$ cat src/rtl/rxs_pkg.sv
// rxs_pkg: constants of the per-port receive status register group.
// assumes: byte-wide register port fed by the local serial control slave.
package rxs_pkg;

  // ************************************************************
  // structure
  // ************************************************************
  localparam int RXS_NPORT     = 4;
  localparam int RXS_SEL_W     = 2;
  localparam int RXS_PAR_W     = 16;
  localparam int RXS_ALARM_W   = 6;
  localparam int RXS_DETAIL_W  = 8;
  localparam int RXS_LNK_THR_W = 3;
  localparam int RXS_STK_W     = 5;

  // ************************************************************
  // register offsets
  // ************************************************************
  localparam logic [7:0] RXS_ADR_PAGE = 8'h4C;
  localparam logic [7:0] RXS_ADR_STS1 = 8'h4D;
  localparam logic [7:0] RXS_ADR_STS2 = 8'h4E;
  localparam logic [7:0] RXS_ADR_FRQI = 8'h4F;
  localparam logic [7:0] RXS_ADR_FRQF = 8'h50;
  localparam logic [7:0] RXS_ADR_ALRM = 8'h51;
  localparam logic [7:0] RXS_ADR_PARH = 8'h55;
  localparam logic [7:0] RXS_ADR_PARL = 8'h56;
  localparam logic [7:0] RXS_ADR_CCTL = 8'h5A;
  localparam logic [7:0] RXS_ADR_CDET = 8'h5B;
  localparam logic [7:0] RXS_ADR_THRH = 8'h5C;
  localparam logic [7:0] RXS_ADR_THRL = 8'h5D;
  localparam logic [7:0] RXS_ADR_LNKC = 8'h5E;

  // ************************************************************
  // field positions
  // ************************************************************
  localparam int RXS_PG_RD_LSB  = 4;
  localparam int RXS_PG_PHY_LSB = 6;
  localparam int RXS_S1_LOCK    = 0;
  localparam int RXS_S1_PASS    = 1;
  localparam int RXS_S1_PAR     = 2;
  localparam int RXS_S1_CC      = 3;
  localparam int RXS_S1_LCHG    = 4;
  localparam int RXS_S1_NUM_LSB = 6;
  localparam int RXS_S2_TCHG    = 0;
  localparam int RXS_S2_NOCLK   = 1;
  localparam int RXS_S2_SETTLE  = 2;
  localparam int RXS_S2_CSI     = 3;
  localparam int RXS_S2_STK_LSB = 4;
  localparam int RXS_STK_OVF    = 0;
  localparam int RXS_STK_ENC    = 1;
  localparam int RXS_STK_WCHG   = 2;
  localparam int RXS_STK_UNST   = 3;
  localparam int RXS_CCTL_ENH   = 0;
  localparam int RXS_LNKC_EN    = 3;

  // ************************************************************
  // reset values and fixed constants
  // ************************************************************
  localparam logic [5:0]                 RXS_PAGE_RST       = 6'h00;
  localparam logic [1:0]                 RXS_PHYS_PORT_LOCAL = 2'h0;
  localparam logic [7:0]                 RXS_CCTL_RST       = 8'h00;
  localparam logic [7:0]                 RXS_LNKC_RST       = 8'h00;
  localparam logic [RXS_PAR_W-1:0]       RXS_PAR_THR_RST    = 16'h0000;
  localparam logic [RXS_LNK_THR_W-1:0]   RXS_LNK_THR_MIN    = 3'h1;

endpackage

$ cat src/rtl/rxs_flag_if.sv
// rxs_flag_if: events in and flags out between the status bank and one port's flag keeper.
// assumes: both ends on core_clk_in.
`timescale 1ns/1ns
`default_nettype none
interface rxs_flag_if import rxs_pkg::*; ();
  logic                    ev_lock;
  logic                    ev_seq;
  logic                    ev_par;
  logic [RXS_STK_W-1:0]    ev_stk;
  logic [RXS_DETAIL_W-1:0] ev_detail;
  logic                    enh;
  logic                    clr_sts1;
  logic                    clr_sts2;
  logic                    clr_detail;
  logic                    clr_parity;
  logic [RXS_PAR_W-1:0]    par_thresh;
  logic                    lock_chg;
  logic                    seq_flag;
  logic [RXS_STK_W-1:0]    stk;
  logic [RXS_DETAIL_W-1:0] detail;
  logic [RXS_PAR_W-1:0]    par_cnt;
  logic                    par_flag;

  modport bank  (output ev_lock, ev_seq, ev_par, ev_stk, ev_detail, enh, clr_sts1, clr_sts2,
                 clr_detail, clr_parity, par_thresh,
                 input lock_chg, seq_flag, stk, detail, par_cnt, par_flag);
  modport flags (input ev_lock, ev_seq, ev_par, ev_stk, ev_detail, enh, clr_sts1, clr_sts2,
                 clr_detail, clr_parity, par_thresh,
                 output lock_chg, seq_flag, stk, detail, par_cnt, par_flag);
endinterface
`default_nettype wire

$ cat src/rtl/rxs_status_bank.sv
// rxs_status_bank: paged status registers of four receive ports.
// assumes: reg_rd_in pulses once per completed read, reg_wr_in once per write;
// receiver event inputs are one-cycle pulses on core_clk_in, levels are steady.
`timescale 1ns/1ns
`default_nettype none

// Behaviour
// RULE_01 - lock-change bit 4 sets on any lock change, clears when status one is read
// RULE_02 - enhanced reporting off: bit 3 latches control sequence fault, read clears
// RULE_03 - enhanced reporting on: bit 3 summarises faults, clears on detail read
// RULE_04 - parity bit 2 high while parity count exceeds threshold; clears with counters
// RULE_05 - bit 1 shows live pass indication of the receive input
// RULE_06 - bit 0 shows live receiver lock, reset value zero
// RULE_07 - status two bit 7 latches unsteady line width, read clears
// RULE_08 - status two bit 6 latches line width change, read clears
// RULE_09 - bit 5 latches encoding fault, only when link fault counting above one
// RULE_10 - bit 4 latches packet buffer overflow, read clears
// RULE_11 - bit 3 shows live receive error summary, read-only
// RULE_12 - bit 1 high while link clock missing; bit 2 shows frequency settled
// RULE_13 - bit 0 latches line count change, read clears
// RULE_14 - frequency read as integer MHz byte and 1/256 MHz fraction byte
// RULE_15 - alarm register loads from forward channel; software writes ignored
// RULE_16 - alarm bits: csi 5, backchannel 4, link 3, temp 2, volt1 1, volt0 0
// RULE_17 - page select chooses which port's registers a read returns
// RULE_18 - reading parity low byte clears both parity count bytes
// RULE_19 - a set arriving with its clearing read wins
// RULE_20 - read clears act only on the selected port, once per read
module rxs_status_bank import rxs_pkg::*; (
  input  wire logic                                     core_clk_in,                   // core clock
  input  wire logic                                     rst_n_in,                      // async reset, low
  input  wire logic [7:0]                               reg_addr_in,                   // register offset
  input  wire logic                                     reg_wr_in,                     // write strobe
  input  wire logic                                     reg_rd_in,                     // read strobe
  input  wire logic [7:0]                               reg_wdata_in,                  // write data
  output logic      [7:0]                               reg_rdata_out,                 // read data
  input  wire logic [RXS_NPORT-1:0]                     rx_locked_in,                  // lock level
  input  wire logic [RXS_NPORT-1:0]                     rx_pass_in,                    // pass level
  input  wire logic [RXS_NPORT-1:0]                     parity_err_in,                 // parity error pulse
  input  wire logic [RXS_NPORT-1:0]                     ctrl_chan_sequence_fault_in,   // sequence fault pulse
  input  wire logic [RXS_NPORT-1:0][RXS_DETAIL_W-1:0]   ctrl_chan_fault_detail_in,     // fault kind pulses
  input  wire logic [RXS_NPORT-1:0]                     line_width_unsteady_in,        // unsteady pulse
  input  wire logic [RXS_NPORT-1:0]                     line_width_changed_in,         // width change pulse
  input  wire logic [RXS_NPORT-1:0]                     link_encoding_fault_in,        // encoding pulse
  input  wire logic [RXS_NPORT-1:0]                     buffer_overflow_in,            // overflow pulse
  input  wire logic [RXS_NPORT-1:0]                     line_total_changed_in,         // count change pulse
  input  wire logic [RXS_NPORT-1:0]                     csi_receive_error_in,          // csi error level
  input  wire logic [RXS_NPORT-1:0]                     freq_measure_settled_in,       // settled level
  input  wire logic [RXS_NPORT-1:0]                     link_clock_missing_in,         // no clock level
  input  wire logic [RXS_NPORT-1:0][7:0]                freq_integer_mhz_in,           // MHz part
  input  wire logic [RXS_NPORT-1:0][7:0]                freq_fraction_in,              // 1/256 MHz part
  input  wire logic [RXS_NPORT-1:0]                     remote_alarm_valid_in,         // alarm load pulse
  input  wire logic [RXS_NPORT-1:0][RXS_ALARM_W-1:0]    remote_alarm_in,               // alarm flags
  output logic                                          enhanced_ctrl_fault_enable_out // selected port mode
);

  // ************************************************************
  // page select and access decode
  // ************************************************************
  logic [RXS_SEL_W-1:0] rx_page_select_q;
  logic [RXS_NPORT-1:0] wr_port_en_q;
  logic                 rd_sts1;
  logic                 rd_sts2;
  logic                 rd_parl;
  logic                 rd_cdet;
  logic                 wr_page;

  assign wr_page = reg_wr_in && (reg_addr_in == RXS_ADR_PAGE);
  assign rd_sts1 = reg_rd_in && (reg_addr_in == RXS_ADR_STS1);
  assign rd_sts2 = reg_rd_in && (reg_addr_in == RXS_ADR_STS2);
  assign rd_parl = reg_rd_in && (reg_addr_in == RXS_ADR_PARL);
  assign rd_cdet = reg_rd_in && (reg_addr_in == RXS_ADR_CDET);

  always_ff @(posedge core_clk_in or negedge rst_n_in) begin
    if (!rst_n_in) begin
      rx_page_select_q <= RXS_PAGE_RST[RXS_PG_RD_LSB +: RXS_SEL_W];
      wr_port_en_q     <= RXS_PAGE_RST[RXS_NPORT-1:0];
    end else if (wr_page) begin
      rx_page_select_q <= reg_wdata_in[RXS_PG_RD_LSB +: RXS_SEL_W]; // [RULE_17]
      wr_port_en_q     <= reg_wdata_in[RXS_NPORT-1:0];
    end
  end

  // ************************************************************
  // per-port registers and flag keepers
  // ************************************************************
  logic [RXS_NPORT-1:0][7:0]              sts1_v;
  logic [RXS_NPORT-1:0][7:0]              sts2_v;
  logic [RXS_NPORT-1:0][7:0]              cctl_q;
  logic [RXS_NPORT-1:0][7:0]              lnkc_q;
  logic [RXS_NPORT-1:0][RXS_PAR_W-1:0]    thr_q;
  logic [RXS_NPORT-1:0][RXS_PAR_W-1:0]    par_cnt_v;
  logic [RXS_NPORT-1:0][RXS_DETAIL_W-1:0] detail_v;
  logic [RXS_NPORT-1:0][RXS_ALARM_W-1:0]  alarm_q;

  for (genvar p = 0; p < RXS_NPORT; p++) begin : g_port
    rxs_flag_if fif ();
    logic sel_here;
    logic wr_here;
    logic enc_gate;
    logic cc_bit;

    assign sel_here = (rx_page_select_q == RXS_SEL_W'(p));
    assign wr_here  = reg_wr_in && wr_port_en_q[p];

    // writes reach every port whose write enable is set
    always_ff @(posedge core_clk_in or negedge rst_n_in) begin
      if (!rst_n_in) begin
        cctl_q[p] <= RXS_CCTL_RST;
        lnkc_q[p] <= RXS_LNKC_RST;
        thr_q[p]  <= RXS_PAR_THR_RST;
      end else if (wr_here) begin
        if (reg_addr_in == RXS_ADR_CCTL) cctl_q[p] <= reg_wdata_in;
        if (reg_addr_in == RXS_ADR_LNKC) lnkc_q[p] <= reg_wdata_in;
        if (reg_addr_in == RXS_ADR_THRH) thr_q[p][RXS_PAR_W-1:8] <= reg_wdata_in;
        if (reg_addr_in == RXS_ADR_THRL) thr_q[p][7:0] <= reg_wdata_in;
      end
    end

    // alarm byte has no write path at all
    always_ff @(posedge core_clk_in or negedge rst_n_in) begin
      if (!rst_n_in) alarm_q[p] <= '0;
      else if (remote_alarm_valid_in[p]) alarm_q[p] <= remote_alarm_in[p]; // [RULE_15] [RULE_16]
    end

    // below threshold two the lock loss hides the fault, so it is not latched
    assign enc_gate = lnkc_q[p][RXS_LNKC_EN] &&
                      (lnkc_q[p][RXS_LNK_THR_W-1:0] > RXS_LNK_THR_MIN); // [RULE_09]

    assign fif.ev_lock    = rx_locked_in[p];
    assign fif.ev_seq     = ctrl_chan_sequence_fault_in[p];
    assign fif.ev_par     = parity_err_in[p];
    assign fif.ev_detail  = ctrl_chan_fault_detail_in[p];
    assign fif.enh        = cctl_q[p][RXS_CCTL_ENH];
    assign fif.par_thresh = thr_q[p];

    always_comb begin
      fif.ev_stk               = '0;
      fif.ev_stk[RXS_STK_OVF]  = buffer_overflow_in[p];
      fif.ev_stk[RXS_STK_ENC]  = link_encoding_fault_in[p] && enc_gate; // [RULE_09]
      fif.ev_stk[RXS_STK_WCHG] = line_width_changed_in[p];
      fif.ev_stk[RXS_STK_UNST] = line_width_unsteady_in[p];
      fif.ev_stk[RXS_STK_W-1]  = line_total_changed_in[p];
    end

    // clears only for the page being read
    assign fif.clr_sts1   = rd_sts1 && sel_here; // [RULE_20]
    assign fif.clr_sts2   = rd_sts2 && sel_here; // [RULE_20]
    assign fif.clr_detail = rd_cdet && sel_here; // [RULE_20] [RULE_03]
    assign fif.clr_parity = rd_parl && sel_here; // [RULE_18] [RULE_20]

    rxs_port_flags u_flags (
      .core_clk_in (core_clk_in),
      .rst_n_in    (rst_n_in),
      .fif         (fif.flags)
    );

    assign cc_bit = fif.enh ? (|fif.detail) : fif.seq_flag; // [RULE_02] [RULE_03]

    always_comb begin
      sts1_v[p]                                   = '0;
      sts1_v[p][RXS_S1_LOCK]                      = rx_locked_in[p];  // [RULE_06]
      sts1_v[p][RXS_S1_PASS]                      = rx_pass_in[p];    // [RULE_05]
      sts1_v[p][RXS_S1_PAR]                       = fif.par_flag;     // [RULE_04]
      sts1_v[p][RXS_S1_CC]                        = cc_bit;
      sts1_v[p][RXS_S1_LCHG]                      = fif.lock_chg;     // [RULE_01]
      sts1_v[p][RXS_S1_NUM_LSB +: RXS_SEL_W]      = rx_page_select_q; // [RULE_17]
    end

    always_comb begin
      sts2_v[p]                                   = '0;
      sts2_v[p][RXS_S2_TCHG]                      = fif.stk[RXS_STK_W-1];       // [RULE_13]
      sts2_v[p][RXS_S2_NOCLK]                     = link_clock_missing_in[p];   // [RULE_12]
      sts2_v[p][RXS_S2_SETTLE]                    = freq_measure_settled_in[p]; // [RULE_12]
      sts2_v[p][RXS_S2_CSI]                       = csi_receive_error_in[p];    // [RULE_11]
      sts2_v[p][RXS_S2_STK_LSB +: RXS_STK_W-1]    = fif.stk[RXS_STK_W-2:0];     // [RULE_07] [RULE_08] [RULE_10]
    end

    assign par_cnt_v[p] = fif.par_cnt;
    assign detail_v[p]  = fif.detail;
  end

  assign enhanced_ctrl_fault_enable_out = cctl_q[rx_page_select_q][RXS_CCTL_ENH];

  // ************************************************************
  // read data
  // ************************************************************
  logic [7:0] rdata_d;
  logic [7:0] rdata_q;

  always_comb begin
    rdata_d = '0;
    unique case (reg_addr_in)
      RXS_ADR_PAGE: begin
        rdata_d[RXS_PG_PHY_LSB +: RXS_SEL_W] = RXS_PHYS_PORT_LOCAL;
        rdata_d[RXS_PG_RD_LSB +: RXS_SEL_W]  = rx_page_select_q;
        rdata_d[RXS_NPORT-1:0]               = wr_port_en_q;
      end
      RXS_ADR_STS1: rdata_d = sts1_v[rx_page_select_q];                           // [RULE_17]
      RXS_ADR_STS2: rdata_d = sts2_v[rx_page_select_q];
      RXS_ADR_FRQI: rdata_d = freq_integer_mhz_in[rx_page_select_q];              // [RULE_14]
      RXS_ADR_FRQF: rdata_d = freq_fraction_in[rx_page_select_q];                 // [RULE_14]
      RXS_ADR_ALRM: rdata_d[RXS_ALARM_W-1:0] = alarm_q[rx_page_select_q];         // [RULE_16]
      RXS_ADR_PARH: rdata_d = par_cnt_v[rx_page_select_q][RXS_PAR_W-1:8];
      RXS_ADR_PARL: rdata_d = par_cnt_v[rx_page_select_q][7:0];
      RXS_ADR_CCTL: rdata_d = cctl_q[rx_page_select_q];
      RXS_ADR_CDET: rdata_d = detail_v[rx_page_select_q];
      RXS_ADR_THRH: rdata_d = thr_q[rx_page_select_q][RXS_PAR_W-1:8];
      RXS_ADR_THRL: rdata_d = thr_q[rx_page_select_q][7:0];
      RXS_ADR_LNKC: rdata_d = lnkc_q[rx_page_select_q];
      default:      rdata_d = '0;
    endcase
  end

  // captured on the same edge that applies the read clear, so software sees the pre-clear value
  always_ff @(posedge core_clk_in or negedge rst_n_in) begin
    if (!rst_n_in) rdata_q <= '0;
    else if (reg_rd_in) rdata_q <= rdata_d;
  end
  assign reg_rdata_out = rdata_q;
endmodule
`default_nettype wire

$ cat src/rtl/rxs_port_flags.sv
// rxs_port_flags: sticky flags and parity counter of one receive port.
// assumes: events are same-clock signals; clears are one-cycle pulses.
`timescale 1ns/1ns
`default_nettype none
module rxs_port_flags import rxs_pkg::*; (
  input wire logic core_clk_in, // core clock
  input wire logic rst_n_in,    // async reset, active low
  rxs_flag_if.flags fif         // events in, flags out
);
  logic lock_prev_q;
  logic lock_rise;

  always_ff @(posedge core_clk_in or negedge rst_n_in) begin
    if (!rst_n_in) lock_prev_q <= 1'b0;
    else lock_prev_q <= fif.ev_lock;
  end
  assign lock_rise = fif.ev_lock & ~lock_prev_q;

  // set tested first so a change during the clearing read survives
  always_ff @(posedge core_clk_in or negedge rst_n_in) begin
    if (!rst_n_in) fif.lock_chg <= 1'b0;
    else if (fif.ev_lock != lock_prev_q) fif.lock_chg <= 1'b1; // [RULE_01] [RULE_19]
    else if (fif.clr_sts1) fif.lock_chg <= 1'b0;               // [RULE_01]
  end

  always_ff @(posedge core_clk_in or negedge rst_n_in) begin
    if (!rst_n_in) fif.seq_flag <= 1'b0;
    else if (!fif.enh && fif.ev_seq) fif.seq_flag <= 1'b1;       // [RULE_02] [RULE_19]
    else if (!fif.enh && fif.clr_sts1) fif.seq_flag <= 1'b0;     // [RULE_02]
  end

  always_ff @(posedge core_clk_in or negedge rst_n_in) begin
    if (!rst_n_in) fif.detail <= '0;
    else fif.detail <= (fif.clr_detail ? '0 : fif.detail) | fif.ev_detail; // [RULE_03] [RULE_19]
  end

  always_ff @(posedge core_clk_in or negedge rst_n_in) begin
    if (!rst_n_in) fif.stk <= '0;
    else fif.stk <= (fif.clr_sts2 ? '0 : fif.stk) | fif.ev_stk; // [RULE_07] [RULE_08] [RULE_10] [RULE_13]
  end

  // counts from zero again after each fresh lock; saturates instead of wrapping
  always_ff @(posedge core_clk_in or negedge rst_n_in) begin
    if (!rst_n_in) fif.par_cnt <= '0;
    else if (fif.clr_parity || lock_rise) fif.par_cnt <= {{(RXS_PAR_W-1){1'b0}}, fif.ev_par}; // [RULE_18]
    else if (fif.ev_par && fif.par_cnt != {RXS_PAR_W{1'b1}}) fif.par_cnt <= fif.par_cnt + 1'b1;
  end
  assign fif.par_flag = (fif.par_cnt > fif.par_thresh); // [RULE_04]
endmodule
`default_nettype wire

$ cat config.mk
export PLATFORM = sky130hd
export DESIGN_NAME = rxs_status_bank
export DESIGN_NICKNAME = d
export VERILOG_FILES = /design/src/rtl/rxs_pkg.sv /design/src/rtl/rxs_flag_if.sv /design/src/rtl/rxs_status_bank.sv /design/src/rtl/rxs_port_flags.sv
export SDC_FILE = /design/constraint.sdc
export NUM_CORES = 1
export LEC_CHECK = 0
export BUFFER_PORTS_ARGS = -buffer_cell sky130_fd_sc_hd__buf_2
export CAP_MARGIN = 15
export CORE_MARGIN = 2
export CORE_UTILIZATION = 60
export CTS_CLUSTER_DIAMETER = 50
export DETAILED_ROUTE_END_ITERATION = 16
export GPL_TIMING_DRIVEN = 0
export PLACE_DENSITY = 0.88
export SLEW_MARGIN = 15
export SYNTH_ARGS = -nofsm -noshare
export SYNTH_HDL_FRONTEND = slang
export SYNTH_HIERARCHICAL = 1
export SYNTH_SLANG_ARGS = --single-unit
$ cat constraint.sdc
create_clock -name core_clk_in -period 3.8 [get_ports core_clk_in]
set_input_delay 0.76 -clock core_clk_in [delete_from_list [all_inputs] [get_ports core_clk_in]]
set_output_delay 0.76 -clock core_clk_in [all_outputs]
set_load 0.01 [all_outputs]
==> impl_metrics.py <==
metrics = {
    "status": {
        "run_status": "finished, final reports clean",
    },
    "sta": {
        "setup_viol": 0,
        "relSlewSlack_pct": 29.5,
        "tightest_slew_ps": 1050,
        "finalCriticalPeriod_ps": 3730,
        "min_period_over_period_pct": 98.2,
        "slew_violations": 0,
        "hold_viol": 0,
        "max_freq_mhz": 268,
        "fin_tns_setup_ps": 0,
        "rsz0062_at_grt": "no",
        "finClkSkew_ps": 20.7,
    },
    "placement": {
        "post-dp-hpwl_mm": 49.6,
        "dp_cells": 2105,
        "routabilityCongestion": 1.06,
        "io_buffers": 194,
        "post_dp_cell_area_um2": 19000,
    },
    "drt": {
        "wirelength_mm": 67.3,
        "first_pass_iters": 6,
        "routedWlPerCell_um": 30.9,
        "vias": 15659,
        "via_per_inst": 7.19,
        "drc": 0,
        "drt_first_iter_violations": 2070,
        "postRouteAntennaNets": 0,
    },
    "die": {
        "io_pins": 201,
        "die_w_um": 175,
        "initial_core_util_pct": 60.8,
        "die_h_um": 175,
        "core-area_um2": 28700,
        "core.rowCount": 62,
        "die_area_um2": 30500,
    },
    "synth": {
        "seq_area_frac_synth_pct": 42.1,
        "synth_warnings": 6,
        "syn_nets": 1789,
        "avgSynthCellArea_um2": 11.5,
        "syn-instance-count": 1525,
        "synth_edf_count": 0,
        "synth_area_um2": 17500,
        "yosys_most_used_dff": "dfrtp_1",
        "ys_types": 86,
        "yosys_register_bits": 294,
        "async_reset_ff_share_pct": 100,
    },
    "clocking": {
        "cts_buffers": 38,
        "cts_tree": "built",
        "hold_buffers": 0,
        "cts.sinks": 294,
        "htree_levels": 2,
        "clk_pin_slew_ps": 60,
        "clock_path_buffers": 3,
        "root_buffer": "clkbuf_16",
        "worstSkewPairLatency_ps": 540,
        "ctsResizeCount": 0,
        "post_cts_buffers": 0,
    },
    "finish": {
        "area.growth.synth_to_final_pct": 16.2,
        "drive_gt1_share_pct": 33.6,
        "final_net_count": 2025,
        "fin_area_um2": 20300,
        "fin_util_pct": 70.7,
        "layout.cells.non_filler": 2177,
    },
    "critical_path": {
        "cp.arrival_ps": 4100,
        "crit_required_ps": 4170,
        "worstSetupPathType": "flop to flop",
        "crit_fanout": 7,
        "cp-start-kind": "flop",
        "cp-end-kind": "flop",
    },
    "global_routing": {
        "grt_pass1_vias": 15560,
        "grt.overflow.total": 0,
        "antenna_found_initial": 4,
        "grt_pass1_wl_mm": 97.8,
        "grtUsageTotal_pct": 44.0,
        "grt_max_degree": 106,
    },
    "power": {
        "clkPwrFrac_pct": 46.5,
        "switching_share_pct": 27.1,
        "finalPower_mw": 8.00,
        "seq_power_share_pct": 41.9,
        "p_leak_nw": 8.78,
        "p_int_mw": 5.83,
        "p_comb_share_pct": 11.6,
        "ir_worst_vdd_mv": 0.344,
        "p_switching_mw": 2.17,
        "powerDensity_nw_per_um2": 394,
    },
    "min_path": {
        "hold_path_class": "input port to async pin",
    },
    "flow_run": {
        "cap_violations": 0,
    },
}
-- layer usage --
| layer | global-route usage, % | wire [µm] | vias to the layer above |
|---|---|---|---|
| met5 | 0 | 0 | - |
| li1 | - | - | 6323 |
| met4 | 28.6 | 5200 | 0 |
| met2 | 65.4 | 29400 | 1244 |
| met3 | 12.9 | 8690 | 318 |
| met1 | 56.8 | 23900 | 7774 |
-- cells in the final DEF (no fill, tap or decap), types with 46 or more instances in the layout --
cell,netlist,layout
ha_1,72,72
nand3_1,58,58
dfrtp_1,294,294
mux2_2,160,160
a21o_1,59,59
a21oi_1,78,78
buf_2,27,220
nand2_1,95,95
mux4_2,88,88
nor2_1,46,46
inv_1,107,107
nand4_1,46,46
-- power by group through the flow --
stage                     sequential (mW)  combinational, mW  clock, mW
final                                3.35              0.928       3.72
after CTS                            3.34              0.893       3.73
after detailed placement             3.40              0.881          0
after floorplan                      3.32              0.493          0
after global placement               3.39              0.849          0
after global routing                 3.35              0.973       3.86
-- critical path: stages, from the launching register on --
cell,delay [ps]
dfrtp_1,540
ha_1,380
nand4_1,180
nor4_1,670
nand4_1,180
o31a_1,160
mux4_2,460
mux4_2,480
nand2_1,160
o2111ai_1,180
a2bb2oi_1,170
-- through the flow --
step                worst slack, ps  hold slack (ps)
floorplan                       958              444
global placement              -3490              457
detailed placement              351              464
CTS                             342              258
global route                    144              268
finish                         69.6              207
-- cell type report --
cell class / count / area, µm²
Tap cell: 384 / 480
Clock inverter: 21 / 262
Multi-Input combinational cell: 1049 / 9290
Clock buffer: 48 / 1040
Timing Repair Buffer: 196 / 1040
Antenna cell: 3 / 7.51
Inverter: 112 / 425
Buffer: 70 / 389
Fill cell: 2045 / 8410
Sequential cell: 294 / 7360
-- synth_stat cells, types with 5 or more instances --
| master | number | area share (%) |
|---|---|---|
| a31oi_1 | 5 | 0.18 |
| nor3_1 | 15 | 0.43 |
| mux2i_1 | 19 | 1.1 |
| o31ai_1 | 16 | 0.69 |
| a2111o_1 | 12 | 0.77 |
| mux2_2 | 160 | 10 |
| nor2b_1 | 12 | 0.43 |
| buf_4 | 10 | 0.43 |
| buf_2 | 27 | 0.77 |
| nand2b_1 | 7 | 0.25 |
| a211oi_1 | 6 | 0.26 |
| a32oi_1 | 5 | 0.25 |
| ha_1 | 72 | 5.2 |
| nand4_1 | 46 | 1.6 |
| o21a_1 | 6 | 0.26 |
| inv_1 | 107 | 2.3 |
| nor2_1 | 46 | 0.99 |
| nor2_2 | 9 | 0.32 |
| o22ai_1 | 6 | 0.21 |
| nor4_1 | 13 | 0.47 |
| dfrtp_1 | 294 | 42 |
| or2_2 | 7 | 0.25 |
| and3_1 | 14 | 0.50 |
| and2_1 | 9 | 0.32 |
| mux4_2 | 88 | 11 |
| a21o_1 | 59 | 2.5 |
| nand3_1 | 58 | 1.7 |
| or4_1 | 20 | 0.86 |
| o311ai_0 | 5 | 0.25 |
| o221ai_1 | 6 | 0.30 |
| nand2_1 | 95 | 2.0 |
| a221o_1 | 7 | 0.40 |
| clkbuf_1 | 26 | 0.56 |
| o41ai_1 | 11 | 0.55 |
| a21oi_1 | 78 | 2.2 |
| o21ai_0 | 39 | 1.1 |
| or3_1 | 13 | 0.47 |
| a31o_2 | 5 | 0.25 |
-- state kept, by name (all words and copies together), names as in the netlist --
register	count
g_port.u_flags/lock_prev_q	4
wr_port_en_q	4
reg_rdata_out	8
cctl_q	32
g_port.fif.par_thresh	64
g_port.u_flags/fif.lock_chg	4
lnkc_q	32
g_port.u_flags/fif.detail	32
alarm_q	24
g_port.u_flags/fif.seq_flag	4
rx_page_select_q	2
g_port.u_flags/fif.par_cnt	64
g_port.u_flags/fif.stk	20
-- cell families (layout without fill, tap and decap cells) --
logic type      count (synthesis)  after routing  share of synthesized area (%)
xor+xnor                        1              1                         0.0502
fa+ha+maj                      72             72                           5.16
buf+inv                       182            447                           4.66
simple gates                  402            402                           12.8
mux                           267            267                           22.8
other cells                     0              3                              0
flops                         294            294                           42.1
compound gates                307            307                           12.4
-- path summary, 6_finish.rpt --
check / from / to / slack, ps / depth (start not counted)
max: g_port[2].u_flags/fif.par_cnt[13] / reg_rdata_out[2] / 70 / 10
min: rst_n_in / cctl_q[9] / 210 / 1
max reg2reg: g_port[2].u_flags/fif.par_cnt[13] / reg_rdata_out[2] / 70 / 10
min reg2reg: g_port[1].u_flags/fif.stk[3] / g_port[1].u_flags/fif.stk[3] / 480 / 1
max in group asynchronous: rst_n_in / rx_page_select_q[1] / 2110 / 3
min in group core_clk_in: rx_locked_in[3] / g_port[3].u_flags/lock_prev_q / 370 / 1
(Power assumes the default switching activity.)
